## src/verilog/btg_unused_none.sv

```systemverilog
`timescale 1ns/1ns

```

## src/verilog/btg_pkg.sv

```systemverilog
package btg_pkg;

    // Register bus geometry
    localparam int ADDR_W = 20;
    localparam int IDX_W  = ADDR_W - 2;
    localparam int DATA_W = 32;

    // Register indices; byte address is four times the index
    localparam logic [IDX_W-1:0] IDX_CLK  = 18'h0_506e;
    localparam logic [IDX_W-1:0] IDX_CTL  = 18'h0_5180;
    localparam logic [IDX_W-1:0] IDX_FREQ = 18'h0_5181;
    localparam logic [IDX_W-1:0] IDX_VOL  = 18'h0_5182;

    // Control register layout, reserved bits kept for position only
    typedef struct packed {
        logic [1:0] rsv_hi;
        logic [1:0] time_sel;
        logic [1:0] mode;
        logic       rsv_lo;
        logic       run;
    } btg_ctl_t;

    localparam logic [7:0] CTL_RST  = 8'h00;
    localparam logic       GATE_RST = 1'h0;
    localparam logic [2:0] FREQ_RST = 3'h0;
    localparam logic [2:0] VOL_RST  = 3'h0;

    localparam logic [1:0] MODE_NORMAL   = 2'h0;
    localparam logic [1:0] MODE_ONESHOT  = 2'h1;
    localparam logic [1:0] MODE_ENVELOPE = 2'h2;

    // Tone period and high time in oscillator clocks
    localparam logic [4:0] PER_16    = 5'h10;
    localparam logic [4:0] PER_20    = 5'h14;
    localparam logic [4:0] PER_24    = 5'h18;
    localparam logic [4:0] PER_28    = 5'h1c;
    localparam logic [4:0] HIGH_NARR = 5'h08;
    localparam logic [4:0] HIGH_WIDE = 5'h0c;
    localparam logic [2:0] LVL_MAX   = 3'h0;
    localparam logic [2:0] LVL_MIN   = 3'h7;

    // Shortest selectable duration; the others double it per code step
    localparam real TIME_BASE_MS = 15.63;
    localparam int  TMR_W        = 13;

    localparam logic [1:0] RESP_OKAY   = 2'h0;
    localparam logic [1:0] RESP_SLVERR = 2'h2;

endpackage : btg_pkg

```

## src/verilog/btg_top.sv

```systemverilog
`timescale 1ns/1ns

// Overview of operation
// - Normal mode: run bit turns tone on/off
// - One-shot: run write starts timed burst
// - One-shot: run reads 1 until burst ends
// - One-shot: writing 0 stops tone immediately
// - One-shot: rewriting 1 restarts full duration
// - Envelope: start at max, step down per interval
// - Envelope: tone stops after level 6, before reaching minimum level 7
// - Envelope: run reads 1 until decay ends
// - Envelope: writing 0 stops tone immediately
// - Envelope: rewriting 1 restarts decay at max
// - 3-bit field, low two bits select four tone frequencies
// - 3-bit volume field, 0 max, 7 min
// - Period 16/20/24/28 oscillator clocks per frequency
// - Envelope ignores software volume field
// - Time select sets burst and step interval
// - Mode field: normal, one-shot, envelope, reserved
// - Clock gate closed means no output
module btg_top #(
    parameter int OSC_HZ = 32768
) (
    input  wire logic                          clk,
    input  wire logic                          reset,
    input  wire logic [btg_pkg::ADDR_W-1:0]    s_axi_awaddr,
    input  wire logic                          s_axi_awvalid,
    output logic                               s_axi_awready,
    input  wire logic [btg_pkg::DATA_W-1:0]    s_axi_wdata,
    input  wire logic [btg_pkg::DATA_W/8-1:0]  s_axi_wstrb,
    input  wire logic                          s_axi_wvalid,
    output logic                               s_axi_wready,
    output logic [1:0]                         s_axi_bresp,
    output logic                               s_axi_bvalid,
    input  wire logic                          s_axi_bready,
    input  wire logic [btg_pkg::ADDR_W-1:0]    s_axi_araddr,
    input  wire logic                          s_axi_arvalid,
    output logic                               s_axi_arready,
    output logic [btg_pkg::DATA_W-1:0]         s_axi_rdata,
    output logic [1:0]                         s_axi_rresp,
    output logic                               s_axi_rvalid,
    input  wire logic                          s_axi_rready,
    input  wire logic                          low_speed_osc_clock,
    output logic                               tone_out
);
    import btg_pkg::*;

    // Rounded to whole oscillator clocks
    localparam int               BASE_TICKS = int'(TIME_BASE_MS * OSC_HZ / 1000.0);
    localparam logic [TMR_W-1:0] BASE_T     = TMR_W'(BASE_TICKS > 0 ? BASE_TICKS : 1);

    // Bus state
    logic                   aw_have_r,  aw_have_nxt;
    logic [IDX_W-1:0]       awidx_r,    awidx_nxt;
    logic                   w_have_r,   w_have_nxt;
    logic [7:0]             wbyte_r,    wbyte_nxt;
    logic                   wlane_r,    wlane_nxt;
    logic                   awready_r,  awready_nxt;
    logic                   wready_r,   wready_nxt;
    logic                   bvalid_r,   bvalid_nxt;
    logic [1:0]             bresp_r,    bresp_nxt;
    logic                   arready_r,  arready_nxt;
    logic                   rvalid_r,   rvalid_nxt;
    logic [1:0]             rresp_r,    rresp_nxt;
    logic [DATA_W-1:0]      rdata_r,    rdata_nxt;

    // Write strobe towards the core
    logic                   wr_en;
    logic [IDX_W-1:0]       wr_idx;
    logic [7:0]             wr_byte;

    // Core state
    logic                   gate_r,     gate_nxt;
    btg_ctl_t               ctl_r,      ctl_nxt;
    logic [2:0]             freq_r,     freq_nxt;
    logic [2:0]             vol_r,      vol_nxt;
    logic                   osc_s1_r,   osc_s1_nxt;
    logic                   osc_s2_r,   osc_s2_nxt;
    logic                   osc_s3_r,   osc_s3_nxt;
    logic [4:0]             phase_r,    phase_nxt;
    logic [TMR_W-1:0]       tmr_r,      tmr_nxt;
    logic [2:0]             env_r,      env_nxt;
    logic                   tone_r,     tone_nxt;

    function automatic logic is_mapped(input logic [IDX_W-1:0] idx);
        is_mapped = (idx == IDX_CLK) || (idx == IDX_CTL) ||
                    (idx == IDX_FREQ) || (idx == IDX_VOL);
    endfunction : is_mapped

    function automatic logic [7:0] rd_byte(input logic [IDX_W-1:0] idx);
        rd_byte = 8'h00;
        case (idx)
            IDX_CLK:  rd_byte = {7'h00, gate_r};
            IDX_CTL:  rd_byte = {2'h0, ctl_r.time_sel, ctl_r.mode, 1'h0, ctl_r.run};
            IDX_FREQ: rd_byte = {5'h00, freq_r};
            IDX_VOL:  rd_byte = {5'h00, vol_r};
            default:  rd_byte = 8'h00;
        endcase
    endfunction : rd_byte

    // AXI4-Lite slave
    always_comb begin
        logic aw_fire;
        logic w_fire;
        logic aw_ok;
        logic w_ok;
        logic do_wr;
        logic wlane;
        aw_fire     = s_axi_awvalid & awready_r;
        w_fire      = s_axi_wvalid & wready_r;
        aw_ok       = aw_have_r | aw_fire;
        w_ok        = w_have_r | w_fire;
        do_wr       = aw_ok & w_ok;
        wr_idx      = aw_have_r ? awidx_r : s_axi_awaddr[ADDR_W-1:2];
        wr_byte     = w_have_r ? wbyte_r : s_axi_wdata[7:0];
        wlane       = w_have_r ? wlane_r : s_axi_wstrb[0];
        wr_en       = do_wr & wlane & is_mapped(wr_idx);

        aw_have_nxt = aw_ok & ~do_wr;
        awidx_nxt   = aw_fire ? s_axi_awaddr[ADDR_W-1:2] : awidx_r;
        w_have_nxt  = w_ok & ~do_wr;
        wbyte_nxt   = w_fire ? s_axi_wdata[7:0] : wbyte_r;
        wlane_nxt   = w_fire ? s_axi_wstrb[0] : wlane_r;
        bvalid_nxt  = do_wr | (bvalid_r & ~s_axi_bready);
        bresp_nxt   = bresp_r;
        if (do_wr) begin
            bresp_nxt = is_mapped(wr_idx) ? RESP_OKAY : RESP_SLVERR;
        end
        // Single write in flight keeps the response ordering trivial
        awready_nxt = ~aw_have_nxt & ~bvalid_nxt;
        wready_nxt  = ~w_have_nxt & ~bvalid_nxt;

        rvalid_nxt  = (s_axi_arvalid & arready_r) | (rvalid_r & ~s_axi_rready);
        rdata_nxt   = rdata_r;
        rresp_nxt   = rresp_r;
        if (s_axi_arvalid & arready_r) begin
            rdata_nxt = {24'h00_0000, rd_byte(s_axi_araddr[ADDR_W-1:2])};
            rresp_nxt = is_mapped(s_axi_araddr[ADDR_W-1:2]) ? RESP_OKAY : RESP_SLVERR;
        end
        arready_nxt = ~rvalid_nxt;
    end

    always_ff @(posedge clk or posedge reset) begin
        if (reset) begin
            aw_have_r <= 1'h0;
            awidx_r   <= '0;
            w_have_r  <= 1'h0;
            wbyte_r   <= 8'h00;
            wlane_r   <= 1'h0;
            awready_r <= 1'h0;
            wready_r  <= 1'h0;
            bvalid_r  <= 1'h0;
            bresp_r   <= RESP_OKAY;
            arready_r <= 1'h0;
            rvalid_r  <= 1'h0;
            rresp_r   <= RESP_OKAY;
            rdata_r   <= '0;
        end else begin
            aw_have_r <= aw_have_nxt;
            awidx_r   <= awidx_nxt;
            w_have_r  <= w_have_nxt;
            wbyte_r   <= wbyte_nxt;
            wlane_r   <= wlane_nxt;
            awready_r <= awready_nxt;
            wready_r  <= wready_nxt;
            bvalid_r  <= bvalid_nxt;
            bresp_r   <= bresp_nxt;
            arready_r <= arready_nxt;
            rvalid_r  <= rvalid_nxt;
            rresp_r   <= rresp_nxt;
            rdata_r   <= rdata_nxt;
        end
    end

    // Tone core
    always_comb begin
        logic             tick;
        logic             timed;
        logic             expire;
        logic             start;
        logic             stop;
        logic [4:0]       period;
        logic [4:0]       high;
        logic [2:0]       level;
        logic [TMR_W-1:0] interval;
        period     = PER_16;
        high       = HIGH_NARR;
        level      = LVL_MAX;
        start      = 1'h0;
        stop       = 1'h0;
        expire     = 1'h0;
        osc_s1_nxt = low_speed_osc_clock;
        osc_s2_nxt = osc_s1_r;
        osc_s3_nxt = osc_s2_r;
        // Gate closed: no oscillator edges reach the tone logic
        tick       = gate_r & osc_s2_r & ~osc_s3_r;
        timed      = (ctl_r.mode == MODE_ONESHOT) || (ctl_r.mode == MODE_ENVELOPE);
        interval   = BASE_T << ctl_r.time_sel;

        case (freq_r[1:0])
            2'h0:    period = PER_16;
            2'h1:    period = PER_20;
            2'h2:    period = PER_24;
            default: period = PER_28;
        endcase
        level = (ctl_r.mode == MODE_ENVELOPE) ? env_r : vol_r;
        high  = (freq_r[1] ? HIGH_WIDE : HIGH_NARR) - {2'h0, level};

        gate_nxt  = gate_r;
        ctl_nxt   = ctl_r;
        freq_nxt  = freq_r;
        vol_nxt   = vol_r;
        phase_nxt = phase_r;
        tmr_nxt   = tmr_r;
        env_nxt   = env_r;

        if (tick && ctl_r.run) begin
            phase_nxt = (phase_r >= period - 5'h01) ? 5'h00 : phase_r + 5'h01;
            if (timed) begin
                expire  = (tmr_r >= interval - 1'b1);
                tmr_nxt = expire ? '0 : tmr_r + 1'b1;
            end
        end
        if (expire) begin
            if (ctl_r.mode == MODE_ONESHOT) begin
                ctl_nxt.run = 1'h0;
            end else if (env_r == LVL_MIN - 3'h1) begin
                ctl_nxt.run = 1'h0;
            end else begin
                env_nxt = env_r + 3'h1;
            end
        end

        start = wr_en && (wr_idx == IDX_CTL) && wr_byte[0];
        stop  = wr_en && (wr_idx == IDX_CTL) && !wr_byte[0];
        if (wr_en) begin
            case (wr_idx)
                IDX_CLK:  gate_nxt = wr_byte[0];
                IDX_CTL:  begin
                    ctl_nxt.time_sel = wr_byte[5:4];
                    ctl_nxt.mode     = wr_byte[3:2];
                end
                IDX_FREQ: freq_nxt = wr_byte[2:0];
                IDX_VOL:  vol_nxt  = wr_byte[2:0];
                default:  gate_nxt = gate_r;
            endcase
        end
        // Software write beats a same-cycle hardware clear
        if (start) begin
            ctl_nxt.run = 1'h1;
            tmr_nxt     = '0;
            env_nxt     = LVL_MAX;
            phase_nxt   = 5'h00;
        end else if (stop) begin
            ctl_nxt.run = 1'h0;
        end
        if (!ctl_nxt.run) begin
            phase_nxt = 5'h00;
            tmr_nxt   = '0;
        end
        ctl_nxt.rsv_hi = 2'h0;
        ctl_nxt.rsv_lo = 1'h0;

        // Reserved mode keeps the pin quiet
        tone_nxt = gate_r && ctl_nxt.run && (ctl_nxt.mode != 2'h3) &&
                   (phase_nxt < high);
    end

    always_ff @(posedge clk or posedge reset) begin
        if (reset) begin
            gate_r   <= GATE_RST;
            ctl_r    <= btg_ctl_t'(CTL_RST);
            freq_r   <= FREQ_RST;
            vol_r    <= VOL_RST;
            osc_s1_r <= 1'h0;
            osc_s2_r <= 1'h0;
            osc_s3_r <= 1'h0;
            phase_r  <= 5'h00;
            tmr_r    <= '0;
            env_r    <= LVL_MAX;
            tone_r   <= 1'h0;
        end else begin
            gate_r   <= gate_nxt;
            ctl_r    <= ctl_nxt;
            freq_r   <= freq_nxt;
            vol_r    <= vol_nxt;
            osc_s1_r <= osc_s1_nxt;
            osc_s2_r <= osc_s2_nxt;
            osc_s3_r <= osc_s3_nxt;
            phase_r  <= phase_nxt;
            tmr_r    <= tmr_nxt;
            env_r    <= env_nxt;
            tone_r   <= tone_nxt;
        end
    end

    assign s_axi_awready = awready_r;
    assign s_axi_wready  = wready_r;
    assign s_axi_bvalid  = bvalid_r;
    assign s_axi_bresp   = bresp_r;
    assign s_axi_arready = arready_r;
    assign s_axi_rvalid  = rvalid_r;
    assign s_axi_rresp   = rresp_r;
    assign s_axi_rdata   = rdata_r;
    assign tone_out      = tone_r;

endmodule : btg_top

```

## config.mk

```make
export PLATFORM = sky130hd
export DESIGN_NAME = btg_top
export DESIGN_NICKNAME = d
export VERILOG_FILES = /design/src/verilog/btg_unused_none.sv /design/src/verilog/btg_pkg.sv /design/src/verilog/btg_top.sv
export SDC_FILE = /design/constraint.sdc
export NUM_CORES = 1
export LEC_CHECK = 0
export BUFFER_PORTS_ARGS = -buffer_cell sky130_fd_sc_hd__buf_2
export CAP_MARGIN = 30
export CORE_MARGIN = 8
export CORE_UTILIZATION = 48
export DETAILED_ROUTE_END_ITERATION = 10
export MAX_ROUTING_LAYER = met4
export PLACE_DENSITY = 0.87
export RECOVER_POWER = 25
export SLEW_MARGIN = 10
export SYNTH_ARGS = -nofsm -noshare
export SYNTH_HDL_FRONTEND = slang
export SYNTH_SLANG_ARGS = --single-unit
```

## constraint.sdc

```tcl
create_clock -name clk -period 3.4 [get_ports clk]
set_clock_uncertainty 0.2 [all_clocks]
set_input_delay 0.17 -clock clk [delete_from_list [all_inputs] [get_ports clk]]
set_output_delay 0.17 -clock clk [all_outputs]
set_load 0.03 [all_outputs]
```

# --- Word-level counts from Yosys, hierarchy flattened ---
# Index checks and enable logic that the tools add are counted.
classes:
  add_sub_neg: 6
  n_mul: 0
  div: 0
  magnitude_cmp: 3
  n_eq_ne: 18
  shift: 1
  mux: 31
  n_bitwise: 26
  n_reduce_logical: 23
op_table:
  columns: ["operator", "count"]
  rows:
  - ["$eq 18x15->1 const B", 8]
  - ["$mux 13", 5]
  - ["$pmux 6 s4", 1]
  - ["$mux 5", 4]
  - ["$mux 18", 1]
  - ["$mux 3", 6]
  - ["$and 1x1->1", 14]
  - ["$add 13x1->13 const B", 1]
  - ["$ge 13x13->1", 1]
  - ["$shl 10x2->13 const A", 1]
  - ["$sub 13x1->13 const B", 1]
  - ["$pmux 4 s3", 1]
  - ["$reduce_and 2->1", 5]
  - ["$mux 1", 8]
  - ["$mux 2", 4]
  - ["$not 1->1", 8]
  - ["$logic_and 1x1->1", 7]
  - ["$logic_or 1x1->1", 7]
  - ["$mux 6", 1]
  - ["$ne 3x1->1 const B", 2]
  - ["$add 5x1->5 const B", 1]
  - ["$ge 5x5->1", 1]
  - ["$lt 5x5->1", 1]
  - ["$sub 4x3->5", 1]
  - ["12 further kinds", 18]
totals:
  reg_bits: 81
  latchBits: 0
  mem_bits_rw: 0
  romBits: 0
  inputBits: 84
  out_inout_bits: 42
  wordCells: 134
  mem_count: 0

# --- Depth between registers and ports, before layout ---
# Gate-level depths: netlist of run 1.
logic_depth:
  word_depth: 13
  ltp_mapped: 16
  ltp_nobuf: 16

# --- Least setup slack after synthesis of run 1 ---
# Ideal clock, no wire load.
synth_path:
  kind: "reg2reg"
  startpoint: "register ctl_r[4] (netlist name)"
  endpoint: "register tone_r, in the netlist tone_out"
  setup_ns: 0.088
  arrival_ns: 3.197
  t_required_ns: 3.112
  path_slack_ns: -0.086
  path_stages_with_launch: 17
  path_buffers: 1
  period_less_slack_ns: 3.486
  path_cell_list: "dfrtp_1 nor2_1 ha_1 and4_1 a41oi_1 a31oi_1 or3_1 buf_2 or2_4 a21oi_1 ha_1 o21a_1 o21ai_0 nor2_1 nor3b_1 o211ai_1 nor3b_1"
synth_between:
  elab_chain_cells: 11
  word_cells_on_any_way: 13
  cone_classes: "add/sub: 1; order compare: 2; shift: 1; mux: 6; reduce/logical: 3"
synth_lines:
  columns: ["item", "line_no", "source"]
  rows:
  - ["start, declared", "btg_top.sv:74", "btg_ctl_t ctl_r, ctl_nxt;"]
  - ["start signal, assigned", "btg_top.sv:272", "ctl_r <= btg_ctl_t'(CTL_RST);"]
  - ["start signal, assigned", "btg_top.sv:284", "ctl_r <= ctl_nxt;"]
  - ["$shl 10x2->13", "btg_top.sv:198", "interval = BASE_T << ctl_r.time_sel;"]
  - ["$sub 13x1->13", "btg_top.sv:220", "expire = (tmr_r >= interval - 1'b1);"]
  - ["$ge 13x13->1", "btg_top.sv:220", null]
  - ["$mux 1", "btg_top.sv:219", "if (timed) begin"]
  - ["$mux 1", "btg_top.sv:217", "if (tick && ctl_r.run) begin"]
  - ["$mux 1", "btg_top.sv:224", "if (expire) begin"]
  - ["$mux 1", "btg_top.sv:254", "end else if (stop) begin"]
  - ["$mux 1", "btg_top.sv:249", "if (start) begin"]
  - ["$mux 5", "btg_top.sv:257", "if (!ctl_nxt.run) begin"]
  - ["net phase_nxt[1]", "btg_top.sv:80", "logic [4:0] phase_r, phase_nxt;"]
  - ["$lt 5x5->1", "btg_top.sv:266", "(phase_nxt < high);"]
  - ["$logic_and 1x1->1", "btg_top.sv:265", "tone_nxt = gate_r && ctl_nxt.run && (ctl_nxt.mode != 2'h3) &&"]
  - ["net tone_nxt", "btg_top.sv:83", "logic tone_r, tone_nxt;"]
  - ["end signal, assigned", "btg_top.sv:293", "tone_r <= tone_nxt;"]
  - ["end, declared", "btg_top.sv:83", null]
# The timed path passes the listed nets, and every way through them passes these cells.
# A chain may end at the register's enable or synchronous reset.

# --- Worst setup path in the final report of run 1 ---
layout_path:
  startpoint: "register freq_r[0]"
  endpoint: "register tone_r, in the netlist tone_out"
layout_between:
  elab_chain_cells: 10
  word_cells_on_any_way: 12
  cone_classes: "add/sub: 1; order compare: 2; eq/ne: 2; mux: 5; reduce/logical: 2"
layout_lines:
  columns: ["item", "line_no", "source"]
  rows:
  - ["start, declared", "btg_top.sv:75", "logic [2:0] freq_r, freq_nxt;"]
  - ["start signal, assigned", "btg_top.sv:285", "freq_r <= freq_nxt;"]
  - ["$eq 2x2->1 (tied with other cells)", "btg_top.sv:200", "case (freq_r[1:0])"]
  - ["$pmux 4 s3 (*)", "btg_top.sv:200", null]
  - ["$sub 5x1->5 (*)", "btg_top.sv:218", "phase_nxt = (phase_r >= period - 5'h01) ? 5'h00 : phase_r + 5'h01;"]
  - ["$ge 5x5->1 (*)", "btg_top.sv:218", null]
  - ["$mux 5 (*)", "btg_top.sv:218", null]
  - ["$mux 5 (*)", "btg_top.sv:217", null]
  - ["$mux 5 (*)", "btg_top.sv:249", null]
  - ["$mux 5 (*)", "btg_top.sv:257", null]
  - ["net phase_nxt[1]", "btg_top.sv:80", null]
  - ["$lt 5x5->1 (*)", "btg_top.sv:266", null]
  - ["$logic_and 1x1->1 (*)", "btg_top.sv:265", null]
  - ["net tone_nxt", "btg_top.sv:83", null]
# Mark *: on every way through the listed nets, which the timed path passes. The rest lies on a longest branch.

==> run_summary.xml, run 1 <==
<?xml version="1.0" encoding="UTF-8"?>
<metrics>
  <group name="status">
    <metric name="outcome" unit="">finished with violations</metric>
    <metric name="violations" unit="">setup timing</metric>
  </group>
  <group name="critical_path">
    <metric name="critPathArrivalTime" unit="ns">3.60</metric>
    <metric name="critPathLaunchType" unit="">register</metric>
    <metric name="reg2reg_slack" unit="ns">-0.13</metric>
    <metric name="critical_path_peak_fanout" unit="">4</metric>
    <metric name="timing.critical_path.required" unit="ns">3.47</metric>
    <metric name="setup.worst_path.end_class" unit="">register</metric>
    <metric name="setup.worst_path.class" unit="">reg -&gt; reg</metric>
  </group>
  <group name="yosys">
    <metric name="yosys_most_used_dff" unit="">sky130_fd_sc_hd__dfrtp_1</metric>
    <metric name="post-synth-top-area-fraction" unit="%">43.3</metric>
    <metric name="ys_types" unit="">67</metric>
    <metric name="synth-async-reset-ratio" unit="%">100</metric>
    <metric name="ys_ff_latch" unit="">77</metric>
    <metric name="ys_warn_count" unit="">0</metric>
    <metric name="seq_area_frac_synth" unit="%">43.3</metric>
    <metric name="synth.top_cells.by_area" unit="">sky130_fd_sc_hd__dfrtp_1 43%, sky130_fd_sc_hd__mux2_2 7.6%, sky130_fd_sc_hd__ha_1 5.9%</metric>
    <metric name="synthesis.area" unit="um^2">4450</metric>
    <metric name="syn_inst" unit="">420</metric>
    <metric name="syn_avg_cell_area" unit="um^2">10.6</metric>
    <metric name="synth_area_leader_cell" unit="">sky130_fd_sc_hd__dfrtp_1</metric>
    <metric name="count_of_flip_flops_with_a_built_in_enable_after_synthesis" unit="">0</metric>
  </group>
  <group name="layout">
    <metric name="n_antenna_cell" unit="">0</metric>
    <metric name="layout.cells.most_common" unit="">sky130_fd_sc_hd__dfrtp_1</metric>
    <metric name="fin_area" unit="um^2">5640</metric>
    <metric name="areaGrowthSynthToFinish" unit="%">26.6</metric>
    <metric name="stdcell_count" unit="">676</metric>
    <metric name="design.final.nets" unit="">666</metric>
    <metric name="finalCoreUtilization" unit="%">61.9</metric>
    <metric name="fillerInstances" unit="">714</metric>
    <metric name="final_cell_mix" unit="">76 x sky130_fd_sc_hd__dfrtp_1, 55 x sky130_fd_sc_hd__buf_2, 43 x sky130_fd_sc_hd__buf_4, 34 x sky130_fd_sc_hd__nand2_1, 33 x sky130_fd_sc_hd__dlygate4sd3_1</metric>
    <metric name="drive_above_1_share" unit="%">31.3</metric>
  </group>
  <group name="global_routing">
    <metric name="grt_remaining_overflow" unit="">0</metric>
    <metric name="antenna_found_initial" unit="">0</metric>
    <metric name="grt_pass1_wl" unit="um">18600</metric>
    <metric name="largest_net_degree_at_the_start_of_global_routing" unit="">49</metric>
    <metric name="first_global_vias" unit="">4053</metric>
    <metric name="grt_use_total" unit="%">18.7</metric>
  </group>
  <group name="die">
    <metric name="dieWidth" unit="um">112</metric>
    <metric name="starting_utilization_of_the_core_area" unit="%">48.9</metric>
    <metric name="top_level_ports" unit="">126</metric>
    <metric name="fp.coreArea" unit="um^2">9110</metric>
    <metric name="floorplan.die_area" unit="um^2">12600</metric>
    <metric name="floorplan.die.height" unit="um">112</metric>
    <metric name="placementRows" unit="">35</metric>
  </group>
  <group name="power">
    <metric name="areal_power_density_over_the_cells" unit="nW/um^2">495</metric>
    <metric name="vdd_ir_drop_max" unit="V">0.000468</metric>
    <metric name="leakage" unit="nW">2.62</metric>
    <metric name="design_power_total" unit="W">0.00279</metric>
  </group>
  <group name="timing">
    <metric name="setup_repair_after_global_routing_missed_its_margin" unit="">true</metric>
    <metric name="finalMaxSlewViolations" unit="">0</metric>
    <metric name="finalSetupViolCount" unit="">1</metric>
    <metric name="postLayoutSetupSlackWorst" unit="ns">-0.125</metric>
    <metric name="max-slew-margin-rel" unit="%">17.8</metric>
    <metric name="achievable-frequency" unit="MHz">284</metric>
    <metric name="fin_crit" unit="ns">3.53</metric>
    <metric name="timing.hold.ws" unit="ns">0.0254</metric>
    <metric name="timing.final.hold_violations" unit="">0</metric>
    <metric name="tightest_slew" unit="ns">1.23</metric>
    <metric name="final_min_period_over_clock_period" unit="%">104</metric>
  </group>
  <group name="route">
    <metric name="residual_drc" unit="">0</metric>
    <metric name="routed_wirelength" unit="um">11300</metric>
    <metric name="final_antenna_net_count" unit="">0</metric>
    <metric name="drtIter0Drc" unit="">219</metric>
    <metric name="routed_wire_length_per_instance" unit="um">16.7</metric>
    <metric name="detail_route.vias_per_cell" unit="">5.56</metric>
    <metric name="vias" unit="">3758</metric>
    <metric name="detailed_routing_iterations_pass_1" unit="">4</metric>
  </group>
  <group name="clock_network">
    <metric name="worst_setup_hold_path_clk_slew" unit="ns">0.08</metric>
    <metric name="clock_sink_count" unit="">77</metric>
    <metric name="cts_inserted_buffers" unit="">9</metric>
    <metric name="clock_tree_from_tritoncts" unit="">yes</metric>
    <metric name="cts_max_path_buffers" unit="">2</metric>
    <metric name="cts_htree_levels" unit="">3</metric>
    <metric name="clock_latency" unit="ns">0.36</metric>
    <metric name="root_buffer" unit="">sky130_fd_sc_hd__clkbuf_8</metric>
  </group>
  <group name="place">
    <metric name="dp_cells" unit="">625</metric>
    <metric name="instance_area_after_placement" unit="um^2">5060</metric>
    <metric name="rd_place_congestion" unit="">0.871</metric>
    <metric name="dp_hpwl" unit="um">7890</metric>
    <metric name="placement.io_buffers" unit="">64</metric>
  </group>
  <group name="job">
    <metric name="cap_violations" unit="">0</metric>
  </group>
  <group name="worst_hold_path">
    <metric name="hold_class" unit="">in -&gt; reg</metric>
  </group>
</metrics>
## sequential cells by signal, indices dropped and copies added (netlist names), 3 cells and up
register     flops
awidx_r         18
ctl_r            5
env_r            3
freq_r           3
phase_r          5
s_axi_rdata      6
tmr_r           13
vol_r            3
wbyte_r          6
## critical path: stages (launching register included)
cell                       delay [ns]
sky130_fd_sc_hd__dfrtp_1         0.43
sky130_fd_sc_hd__ha_1            0.21
sky130_fd_sc_hd__or2_2           0.31
sky130_fd_sc_hd__ha_1            0.27
sky130_fd_sc_hd__nor2b_1         0.13
sky130_fd_sc_hd__o21ai_1         0.20
sky130_fd_sc_hd__a21oi_2         0.11
sky130_fd_sc_hd__or2_4           0.27
sky130_fd_sc_hd__a21oi_2         0.16
sky130_fd_sc_hd__ha_1            0.25
sky130_fd_sc_hd__o21a_1          0.18
sky130_fd_sc_hd__o21ai_2         0.17
sky130_fd_sc_hd__nor2_2          0.05
sky130_fd_sc_hd__nor3b_2         0.17
sky130_fd_sc_hd__o211ai_1        0.11
sky130_fd_sc_hd__nor3b_1         0.21
## logic make-up after synthesis
group           share of synthesized area, %
fa+ha+maj                               5.90
other cells                            0.169
xor+xnor                                1.38
flops                                   43.3
mux                                     12.0
simple gates                            19.0
compound gates                          10.6
buf+inv                                 7.73
## timing repair
| item | CTS | global route |
|---|---|---|
| endpoints found under the setup margin | 1 | 1 |
| pin swaps | 14 | 15 |
| endpoints found under the hold margin | 64 | 0 |
| resized for setup | 8 | 8 |
| setup buffers | 0 | 3 |
| hold buffers | 33 | 0 |
## synth_stat cells, types with 3 or more instances
cell,count
sky130_fd_sc_hd__dfrtp_1,77
sky130_fd_sc_hd__nand2_1,34
sky130_fd_sc_hd__mux2_2,30
sky130_fd_sc_hd__nor2_1,29
sky130_fd_sc_hd__buf_4,28
sky130_fd_sc_hd__ha_1,21
sky130_fd_sc_hd__inv_1,17
sky130_fd_sc_hd__a21oi_1,15
sky130_fd_sc_hd__mux2i_1,15
sky130_fd_sc_hd__nand3_1,13
sky130_fd_sc_hd__o21ai_0,10
sky130_fd_sc_hd__o21ai_1,8
sky130_fd_sc_hd__and3_1,7
sky130_fd_sc_hd__nand4_1,6
sky130_fd_sc_hd__nand2b_1,5
sky130_fd_sc_hd__a21o_1,4
sky130_fd_sc_hd__a31oi_1,4
sky130_fd_sc_hd__buf_6,4
sky130_fd_sc_hd__clkbuf_1,4
sky130_fd_sc_hd__mux2_1,4
sky130_fd_sc_hd__nor2b_1,4
sky130_fd_sc_hd__nor3_1,4
sky130_fd_sc_hd__nor4b_1,4
sky130_fd_sc_hd__xnor2_1,4
sky130_fd_sc_hd__a22o_1,3
sky130_fd_sc_hd__and2_1,3
sky130_fd_sc_hd__and4_1,3
sky130_fd_sc_hd__nand4b_1,3
sky130_fd_sc_hd__nor3b_1,3
sky130_fd_sc_hd__nor4_1,3
sky130_fd_sc_hd__o211ai_1,3
sky130_fd_sc_hd__xor2_1,3
## report_power, final
part	internal, W	switching (W)
logic	0.000433	0.000472
registers	0.00113	0.000147
clock network	0.000263	0.000352
total	0.00182	0.000971
## per-layer routing
metal	GRT usage, %	part of all wire, %
met4	7.64	2.1
met1	19.1	38
met5	-	0
met2	34.0	55
met3	4.24	5.1
## stage by stage
| step | worst slack (ns) | setup TNS [ns] |
|---|---|---|
| after floorplan | 0.00297 | 0 |
| after global placement | 0.00753 | 0 |
| after detailed placement | -0.206 | -0.206 |
| after CTS | -0.0709 | -0.0709 |
| after global routing | -0.241 | -0.241 |
| final | -0.125 | -0.125 |
## cell type report
class	count	area (um^2)	area share, %
clock buffer	10	128	2.26
clock inverter	5	37.5	0.666
inverter	17	63.8	1.13
multi-input combinational	315	2360	41.9
sequential	77	1930	34.2
tap	111	139	2.46
timing repair buffer	141	982	17.4
## path summary, 6_finish.rpt
| kind | end | startpoint | depth (start not counted) |
|---|---|---|---|
| worst max-delay path | tone_out$_DFF_PP0_ | freq_r[0]$_DFFE_PP0P_ | 15 |
| worst min-delay path | s_axi_rresp[1]$_DFFE_PP0P_ | s_axi_araddr[18] | 3 |
| worst max register to register | tone_out$_DFF_PP0_ | freq_r[0]$_DFFE_PP0P_ | 15 |
| worst min register to register | osc_s2_r$_DFF_PP0_ | osc_s1_r$_DFF_PP0_ | 0 |
| max in group asynchronous | aw_have_r$_DFF_PP0_ | reset | 4 |
| min in group asynchronous | tmr_r[4]$_DFFE_PP0P_ | reset | 3 |
(Power assumes the default switching activity.)
==> inputs of run 2 (changes only) <==
==> constraint.sdc (replaced) <==
create_clock -name clk -period 3.4 [get_ports clk]
set_clock_uncertainty 0.2 [all_clocks]
set_input_delay 0.17 -clock clk [delete_from_list [all_inputs] [get_ports clk]]
set_output_delay 0.17 -clock clk [all_outputs]
set_load 0.05 [all_outputs]
==> run_summary.xml, run 2 (synthesis gave the netlist of run 1 again) <==
<?xml version="1.0" encoding="UTF-8"?>
<metrics>
  <group name="global_routing">
    <metric name="grt.met1_usage" unit="%">19.1</metric>
    <metric name="met2_usage" unit="%">34.0</metric>
    <metric name="grt_use_total" unit="%">18.7</metric>
    <metric name="grt_most_used_layer" unit="">met2</metric>
    <metric name="grt_pass1_wl" unit="um">18600</metric>
    <metric name="largest_net_degree_at_the_start_of_global_routing" unit="">49</metric>
    <metric name="globalRouteMet3Util" unit="%">4.24</metric>
    <metric name="first_global_vias" unit="">4053</metric>
    <metric name="grt_remaining_overflow" unit="">0</metric>
    <metric name="antenna_found_initial" unit="">0</metric>
  </group>
  <group name="critical_path">
    <metric name="setup.worst_path.end_class" unit="">register</metric>
    <metric name="critPathLaunchType" unit="">register</metric>
    <metric name="timing.critical_path.required" unit="ns">3.47</metric>
    <metric name="critical_path_peak_fanout" unit="">4</metric>
    <metric name="setup.worst_path.class" unit="">reg -&gt; reg</metric>
    <metric name="critPathArrivalTime" unit="ns">3.60</metric>
  </group>
  <group name="clock_network">
    <metric name="cts_inserted_buffers" unit="">9</metric>
    <metric name="clock_sink_count" unit="">77</metric>
    <metric name="clock_latency" unit="ns">0.36</metric>
    <metric name="cts_htree_levels" unit="">3</metric>
    <metric name="clock_tree_from_tritoncts" unit="">yes</metric>
    <metric name="root_buffer" unit="">sky130_fd_sc_hd__clkbuf_8</metric>
    <metric name="cts_max_path_buffers" unit="">2</metric>
    <metric name="worst_setup_hold_path_clk_slew" unit="ns">0.08</metric>
  </group>
  <group name="route">
    <metric name="detailed_routing_iterations_pass_1" unit="">4</metric>
    <metric name="vias" unit="">3766</metric>
    <metric name="routed_wire_length_per_instance" unit="um">16.7</metric>
    <metric name="routed_wirelength" unit="um">11300</metric>
    <metric name="residual_drc" unit="">0</metric>
    <metric name="drtIter0Drc" unit="">220</metric>
    <metric name="detail_route.vias_per_cell" unit="">5.57</metric>
    <metric name="final_antenna_net_count" unit="">0</metric>
  </group>
  <group name="layout">
    <metric name="final-seq-area" unit="um^2">1930</metric>
    <metric name="design.final.nets" unit="">666</metric>
    <metric name="areaGrowthSynthToFinish" unit="%">26.7</metric>
    <metric name="layout.cells.most_common" unit="">sky130_fd_sc_hd__dfrtp_1</metric>
    <metric name="area_taken_by_multi_input_logic_gates" unit="um^2">2360</metric>
    <metric name="largest_register_ffs" unit="">18</metric>
    <metric name="final_cell_mix" unit="">76 x sky130_fd_sc_hd__dfrtp_1, 57 x sky130_fd_sc_hd__buf_2, 43 x sky130_fd_sc_hd__buf_4, 34 x sky130_fd_sc_hd__nand2_1, 33 x sky130_fd_sc_hd__dlygate4sd3_1</metric>
    <metric name="fillerInstances" unit="">713</metric>
    <metric name="largestRegisters" unit="">awidx_r (18), tmr_r (13)</metric>
    <metric name="fin_area" unit="um^2">5640</metric>
    <metric name="n_antenna_cell" unit="">0</metric>
    <metric name="drive_above_1_share" unit="%">31.7</metric>
    <metric name="regMostFlops" unit="">awidx_r</metric>
  </group>
  <group name="die">
    <metric name="placementRows" unit="">35</metric>
    <metric name="fp.coreArea" unit="um^2">9110</metric>
    <metric name="starting_utilization_of_the_core_area" unit="%">48.9</metric>
    <metric name="floorplan.die.height" unit="um">112</metric>
    <metric name="dieWidth" unit="um">112</metric>
    <metric name="floorplan.die_area" unit="um^2">12600</metric>
    <metric name="top_level_ports" unit="">126</metric>
  </group>
  <group name="place">
    <metric name="dp_hpwl" unit="um">7890</metric>
    <metric name="instance_area_after_placement" unit="um^2">5060</metric>
    <metric name="rd_place_congestion" unit="">0.871</metric>
    <metric name="placement.io_buffers" unit="">64</metric>
  </group>
  <group name="timing">
    <metric name="timing.hold.ws" unit="ns">0.0255</metric>
    <metric name="achievable-frequency" unit="MHz">284</metric>
    <metric name="setup_repair_after_global_routing_missed_its_margin" unit="">true</metric>
    <metric name="finalSetupViolCount" unit="">1</metric>
    <metric name="max-slew-margin-rel" unit="%">17.7</metric>
    <metric name="final_min_period_over_clock_period" unit="%">104</metric>
    <metric name="finalMaxSlewViolations" unit="">0</metric>
    <metric name="setup_tns" unit="ns">-0.125</metric>
    <metric name="fin_crit" unit="ns">3.53</metric>
    <metric name="postLayoutSetupSlackWorst" unit="ns">-0.125</metric>
    <metric name="tightest_slew" unit="ns">1.23</metric>
    <metric name="timing.final.hold_violations" unit="">0</metric>
  </group>
  <group name="worst_hold_path">
    <metric name="hold_class" unit="">in -&gt; reg</metric>
  </group>
  <group name="status">
    <metric name="outcome" unit="">finished with violations</metric>
    <metric name="violations" unit="">setup timing</metric>
  </group>
  <group name="job">
    <metric name="cap_violations" unit="">0</metric>
  </group>
  <group name="power">
    <metric name="vdd_ir_drop_max" unit="V">0.000468</metric>
    <metric name="areal_power_density_over_the_cells" unit="nW/um^2">510</metric>
    <metric name="design_power_total" unit="W">0.00287</metric>
    <metric name="leakage" unit="nW">2.62</metric>
  </group>
</metrics>
[run 2: metal layers]
metal,vias to the layer above,share of wire (%)
met1,1859,38
li1,1744,-
met5,-,0
met2,136,55
met3,27,5.3
met4,0,2.1
[run 2: report_power, final]
part	leakage [nW]	internal, W	switching (W)	total [W]
registers	0.963	0.00113	0.000147	0.00127
clock network	0.0787	0.000263	0.000352	0.000615
logic	1.58	0.000434	0.000551	0.000986
[run 2: final cells by class]
type	instances	area share (%)
Sequential cell	77	34.2
Clock inverter	5	0.665
Multi-Input combinational cell	315	41.8
Timing Repair Buffer	141	17.5
Inverter	17	1.13
Tap cell	111	2.46
Clock buffer	10	2.26
[run 2: per-stage QoR]
step | worst slack, ns | utilization, % | cells
global placement | 0.00753 | 55.6 | 625
global route | -0.241 | 61.9 | 676
floorplan | 0.00297 | - | 447
finish | -0.125 | 61.9 | 676
CTS | -0.0709 | 61.5 | 673
detailed placement | -0.206 | 55.6 | 625
[run 2: worst paths after layout]
kind                                        from                         end  slack, ns  depth (start not counted)
min                             s_axi_araddr[18]  s_axi_rresp[1]$_DFFE_PP0P_       0.03                          3
max reg2reg                freq_r[0]$_DFFE_PP0P_          tone_out$_DFF_PP0_      -0.13                         15
max                        freq_r[0]$_DFFE_PP0P_          tone_out$_DFF_PP0_      -0.13                         15
min in group asynchronous                  reset        tmr_r[4]$_DFFE_PP0P_       0.48                          3
min reg2reg                   osc_s1_r$_DFF_PP0_          osc_s2_r$_DFF_PP0_       0.16                          0
max in group asynchronous                  reset         aw_have_r$_DFF_PP0_       1.65                          4
[run 2: what timing repair did]
item | CTS | global route
pin swaps | 14 | 15
endpoints found under the setup margin | 1 | 1
setup buffers | 0 | 3
gates resized for setup | 8 | 8
hold buffers | 33 | 0
hold endpoints to repair | 64 | 0
[run 2: critical path, stage by stage (launching register included)]
cell and delay [ns]:
sky130_fd_sc_hd__dfrtp_1 0.43, sky130_fd_sc_hd__ha_1 0.21, sky130_fd_sc_hd__or2_2 0.31, sky130_fd_sc_hd__ha_1 0.27, sky130_fd_sc_hd__nor2b_1 0.13, sky130_fd_sc_hd__o21ai_1 0.20
sky130_fd_sc_hd__a21oi_2 0.11, sky130_fd_sc_hd__or2_4 0.27, sky130_fd_sc_hd__a21oi_2 0.16, sky130_fd_sc_hd__ha_1 0.25, sky130_fd_sc_hd__o21a_1 0.18, sky130_fd_sc_hd__o21ai_2 0.17
sky130_fd_sc_hd__nor2_2 0.05, sky130_fd_sc_hd__nor3b_2 0.17, sky130_fd_sc_hd__o211ai_1 0.11, sky130_fd_sc_hd__nor3b_1 0.21
==> inputs of run 3 (changes only) <==
--- a/config.mk
+++ b/config.mk
@@ -13,6 +13,7 @@
 export MAX_ROUTING_LAYER = met4
 export PLACE_DENSITY = 0.87
 export RECOVER_POWER = 25
+export SKIP_CTS_REPAIR_TIMING = 1
 export SLEW_MARGIN = 10
 export SYNTH_ARGS = -nofsm -noshare
 export SYNTH_HDL_FRONTEND = slang
==> run_summary.xml, run 3 (synthesis gave the netlist of run 1 again) <==
<?xml version="1.0" encoding="UTF-8"?>
<metrics>
  <group name="status">
    <metric name="outcome" unit="">finished with violations</metric>
    <metric name="violations" unit="">setup timing</metric>
  </group>
  <group name="global_routing">
    <metric name="grt.met1_usage" unit="%">17.7</metric>
    <metric name="grt_remaining_overflow" unit="">0</metric>
    <metric name="globalRouteMet3Util" unit="%">4.19</metric>
    <metric name="largest_net_degree_at_the_start_of_global_routing" unit="">49</metric>
    <metric name="grt_use_total" unit="%">17.0</metric>
    <metric name="grt_most_used_layer" unit="">met2</metric>
    <metric name="first_global_vias" unit="">3799</metric>
    <metric name="met2_usage" unit="%">30.4</metric>
    <metric name="antenna_found_initial" unit="">0</metric>
    <metric name="grt_pass1_wl" unit="um">17000</metric>
  </group>
  <group name="power">
    <metric name="areal_power_density_over_the_cells" unit="nW/um^2">512</metric>
    <metric name="leakage" unit="nW">2.61</metric>
    <metric name="vdd_ir_drop_max" unit="V">0.000475</metric>
  </group>
  <group name="timing">
    <metric name="max-slew-margin-rel" unit="%">17.6</metric>
    <metric name="setup_tns" unit="ns">-0.195</metric>
    <metric name="setup_repair_after_global_routing_missed_its_margin" unit="">true</metric>
    <metric name="timing.final.hold_violations" unit="">0</metric>
    <metric name="achievable-frequency" unit="MHz">278</metric>
    <metric name="finalSetupViolCount" unit="">1</metric>
    <metric name="postLayoutSetupSlackWorst" unit="ns">-0.195</metric>
    <metric name="final_min_period_over_clock_period" unit="%">106</metric>
    <metric name="finalMaxSlewViolations" unit="">0</metric>
    <metric name="fin_crit" unit="ns">3.59</metric>
    <metric name="tightest_slew" unit="ns">1.23</metric>
    <metric name="timing.hold.ws" unit="ns">0.0266</metric>
  </group>
  <group name="die">
    <metric name="top_level_ports" unit="">126</metric>
    <metric name="floorplan.die_area" unit="um^2">12600</metric>
    <metric name="fp.coreArea" unit="um^2">9110</metric>
    <metric name="starting_utilization_of_the_core_area" unit="%">48.9</metric>
    <metric name="placementRows" unit="">35</metric>
    <metric name="floorplan.die.height" unit="um">112</metric>
    <metric name="dieWidth" unit="um">112</metric>
  </group>
  <group name="worst_hold_path">
    <metric name="hold_class" unit="">in -&gt; reg</metric>
    <metric name="hold-path-cell-count" unit="">3</metric>
    <metric name="hold_path_startpoint" unit="">s_axi_araddr[18]</metric>
    <metric name="holdPathEnd" unit="">s_axi_rresp[1]$_DFFE_PP0P_</metric>
  </group>
  <group name="place">
    <metric name="dp_cells" unit="">625</metric>
    <metric name="rd_place_congestion" unit="">0.871</metric>
    <metric name="instance_area_after_placement" unit="um^2">5060</metric>
    <metric name="placement.io_buffers" unit="">64</metric>
    <metric name="dp_hpwl" unit="um">7890</metric>
  </group>
  <group name="route">
    <metric name="vias" unit="">3723</metric>
    <metric name="routed_wirelength" unit="um">11300</metric>
    <metric name="final_antenna_net_count" unit="">0</metric>
    <metric name="drtIter0Drc" unit="">197</metric>
    <metric name="detail_route.vias_per_cell" unit="">5.52</metric>
    <metric name="routed_wire_length_per_instance" unit="um">16.7</metric>
    <metric name="residual_drc" unit="">0</metric>
    <metric name="detailed_routing_iterations_pass_1" unit="">4</metric>
  </group>
  <group name="critical_path">
    <metric name="critPathLaunchType" unit="">register</metric>
    <metric name="worst_path_dominant_cell_family" unit="">simple AND/OR/NAND/NOR gates</metric>
    <metric name="cpPeakStageDelay" unit="ns">0.43</metric>
    <metric name="critical_path.slowest_cell" unit="">sky130_fd_sc_hd__dfrtp_1</metric>
    <metric name="cp_num_buf_inv" unit="">0</metric>
    <metric name="timing.critical_path.mode_cell" unit="">sky130_fd_sc_hd__ha_1</metric>
    <metric name="critical_path_peak_fanout" unit="">4</metric>
    <metric name="critPathArrivalTime" unit="ns">3.67</metric>
    <metric name="regToRegEndpoint" unit="">tone_out$_DFF_PP0_</metric>
    <metric name="timing.critical_path.required" unit="ns">3.48</metric>
    <metric name="setup.worst_path.class" unit="">reg -&gt; reg</metric>
    <metric name="worstRegToRegCells" unit="">15</metric>
    <metric name="critical_path.reg2reg.startpoint" unit="">ctl_r[5]$_DFFE_PP0P_</metric>
    <metric name="setup.worst_path.end_class" unit="">register</metric>
    <metric name="reg2reg_slack" unit="ns">-0.19</metric>
    <metric name="cp_cell_sequence" unit="">nor2_1 &gt; ha_1 &gt; and4_4 &gt; a41oi_2 &gt; a31oi_2 &gt; or3_4 &gt; or2_4 &gt; a21oi_2 &gt; ha_1 &gt; o21a_1 &gt; o21ai_2 &gt; nor2_2 &gt; nor3b_2 &gt; o211ai_1 &gt; nor3b_1</metric>
  </group>
  <group name="layout">
    <metric name="final-seq-area" unit="um^2">1930</metric>
    <metric name="design.final.nets" unit="">665</metric>
    <metric name="largest_register_ffs" unit="">18</metric>
    <metric name="drive_above_1_share" unit="%">30.3</metric>
    <metric name="regMostFlops" unit="">awidx_r</metric>
    <metric name="n_antenna_cell" unit="">0</metric>
    <metric name="area_taken_by_multi_input_logic_gates" unit="um^2">2330</metric>
    <metric name="final_cell_mix" unit="">77 x sky130_fd_sc_hd__dfrtp_1, 56 x sky130_fd_sc_hd__buf_2, 42 x sky130_fd_sc_hd__buf_4, 34 x sky130_fd_sc_hd__nand2_1, 33 x sky130_fd_sc_hd__dlygate4sd3_1</metric>
    <metric name="fillerInstances" unit="">722</metric>
    <metric name="fin_area" unit="um^2">5600</metric>
    <metric name="layout.cells.most_common" unit="">sky130_fd_sc_hd__dfrtp_1</metric>
    <metric name="stdcell_count" unit="">675</metric>
    <metric name="largestRegisters" unit="">awidx_r (18), tmr_r (13)</metric>
    <metric name="areaGrowthSynthToFinish" unit="%">25.7</metric>
  </group>
  <group name="clock_network">
    <metric name="root_buffer" unit="">sky130_fd_sc_hd__clkbuf_8</metric>
    <metric name="clock_sink_count" unit="">77</metric>
    <metric name="clock_latency" unit="ns">0.36</metric>
    <metric name="clock_tree_from_tritoncts" unit="">yes</metric>
    <metric name="cts_htree_levels" unit="">3</metric>
    <metric name="worst_setup_hold_path_clk_slew" unit="ns">0.08</metric>
    <metric name="cts_inserted_buffers" unit="">9</metric>
    <metric name="cts_max_path_buffers" unit="">2</metric>
  </group>
  <group name="job">
    <metric name="cap_violations" unit="">0</metric>
  </group>
</metrics>
[run 3: cell count changes in the layout (fill, tap and decap cells not counted), moves of 2 or more]
cell	change
sky130_fd_sc_hd__ha_4	-2
sky130_fd_sc_hd__nor2_1	+2
sky130_fd_sc_hd__nor2_2	-2
sky130_fd_sc_hd__ha_1	+2
[run 3: per-layer routing]
| metal | share of wire, % | up-vias |
|---|---|---|
| li1 | - | 1741 |
| met3 | 4.3 | 29 |
| met1 | 38 | 1848 |
| met4 | 2.5 | 0 |
| met2 | 55 | 105 |
| met5 | 0 | - |
[run 3: power by group]
| group | total [W] | internal (W) | switching (W) |
|---|---|---|---|
| Sequential | 0.00127 | 0.00112 | 0.000147 |
| Clock | 0.000614 | 0.000263 | 0.000351 |
| Combinational | 0.000980 | 0.000432 | 0.000548 |
| Total | 0.00287 | 0.00182 | 0.00105 |
[run 3: how the worst max path moves through the flow]
stage	slack [ns]	endpoint	cells past startpoint	from
2_1_floorplan	0.003	tone_out$_DFF_PP0_	16	ctl_r[4]$_DFFE_PP0P_
3_3_place_gp	0.008	tone_out$_DFF_PP0_	15	ctl_r[4]$_DFFE_PP0P_
3_5_place_dp	-0.21	tone_out$_DFF_PP0_	15	ctl_r[5]$_DFFE_PP0P_
4_1_cts	-0.21	tone_out$_DFF_PP0_	15	ctl_r[5]$_DFFE_PP0P_
5_1_grt	-0.29	tone_out$_DFF_PP0_	15	ctl_r[5]$_DFFE_PP0P_
6_report	-0.19	tone_out$_DFF_PP0_	15	ctl_r[5]$_DFFE_PP0P_
[run 3: stage by stage]
stage / setup WS (ns) / total power (W) / util (%)
2_1_floorplan: 0.00297 / 0.00197 / -
3_3_place_gp: 0.00753 / 0.00218 / 55.6
3_5_place_dp: -0.206 / 0.00222 / 55.6
4_1_cts: -0.212 / 0.00283 / 57.4
5_1_grt: -0.288 / 0.00302 / 61.4
6_report: -0.195 / 0.00287 / 61.4
[run 3: layout make-up]
type	count	area share, %
clock buffers	10	2.28
clock inverters	5	0.671
inverters	17	1.14
multi-input cells	315	41.6
flip-flops and latches	77	34.4
well taps	111	2.48
repair buffers	140	17.4
[run 3: tightest hold or removal path, cell delays in order]
cell	delay [ns]
sky130_fd_sc_hd__buf_2	0.09
sky130_fd_sc_hd__or4_4	0.14
sky130_fd_sc_hd__a32o_1	0.16
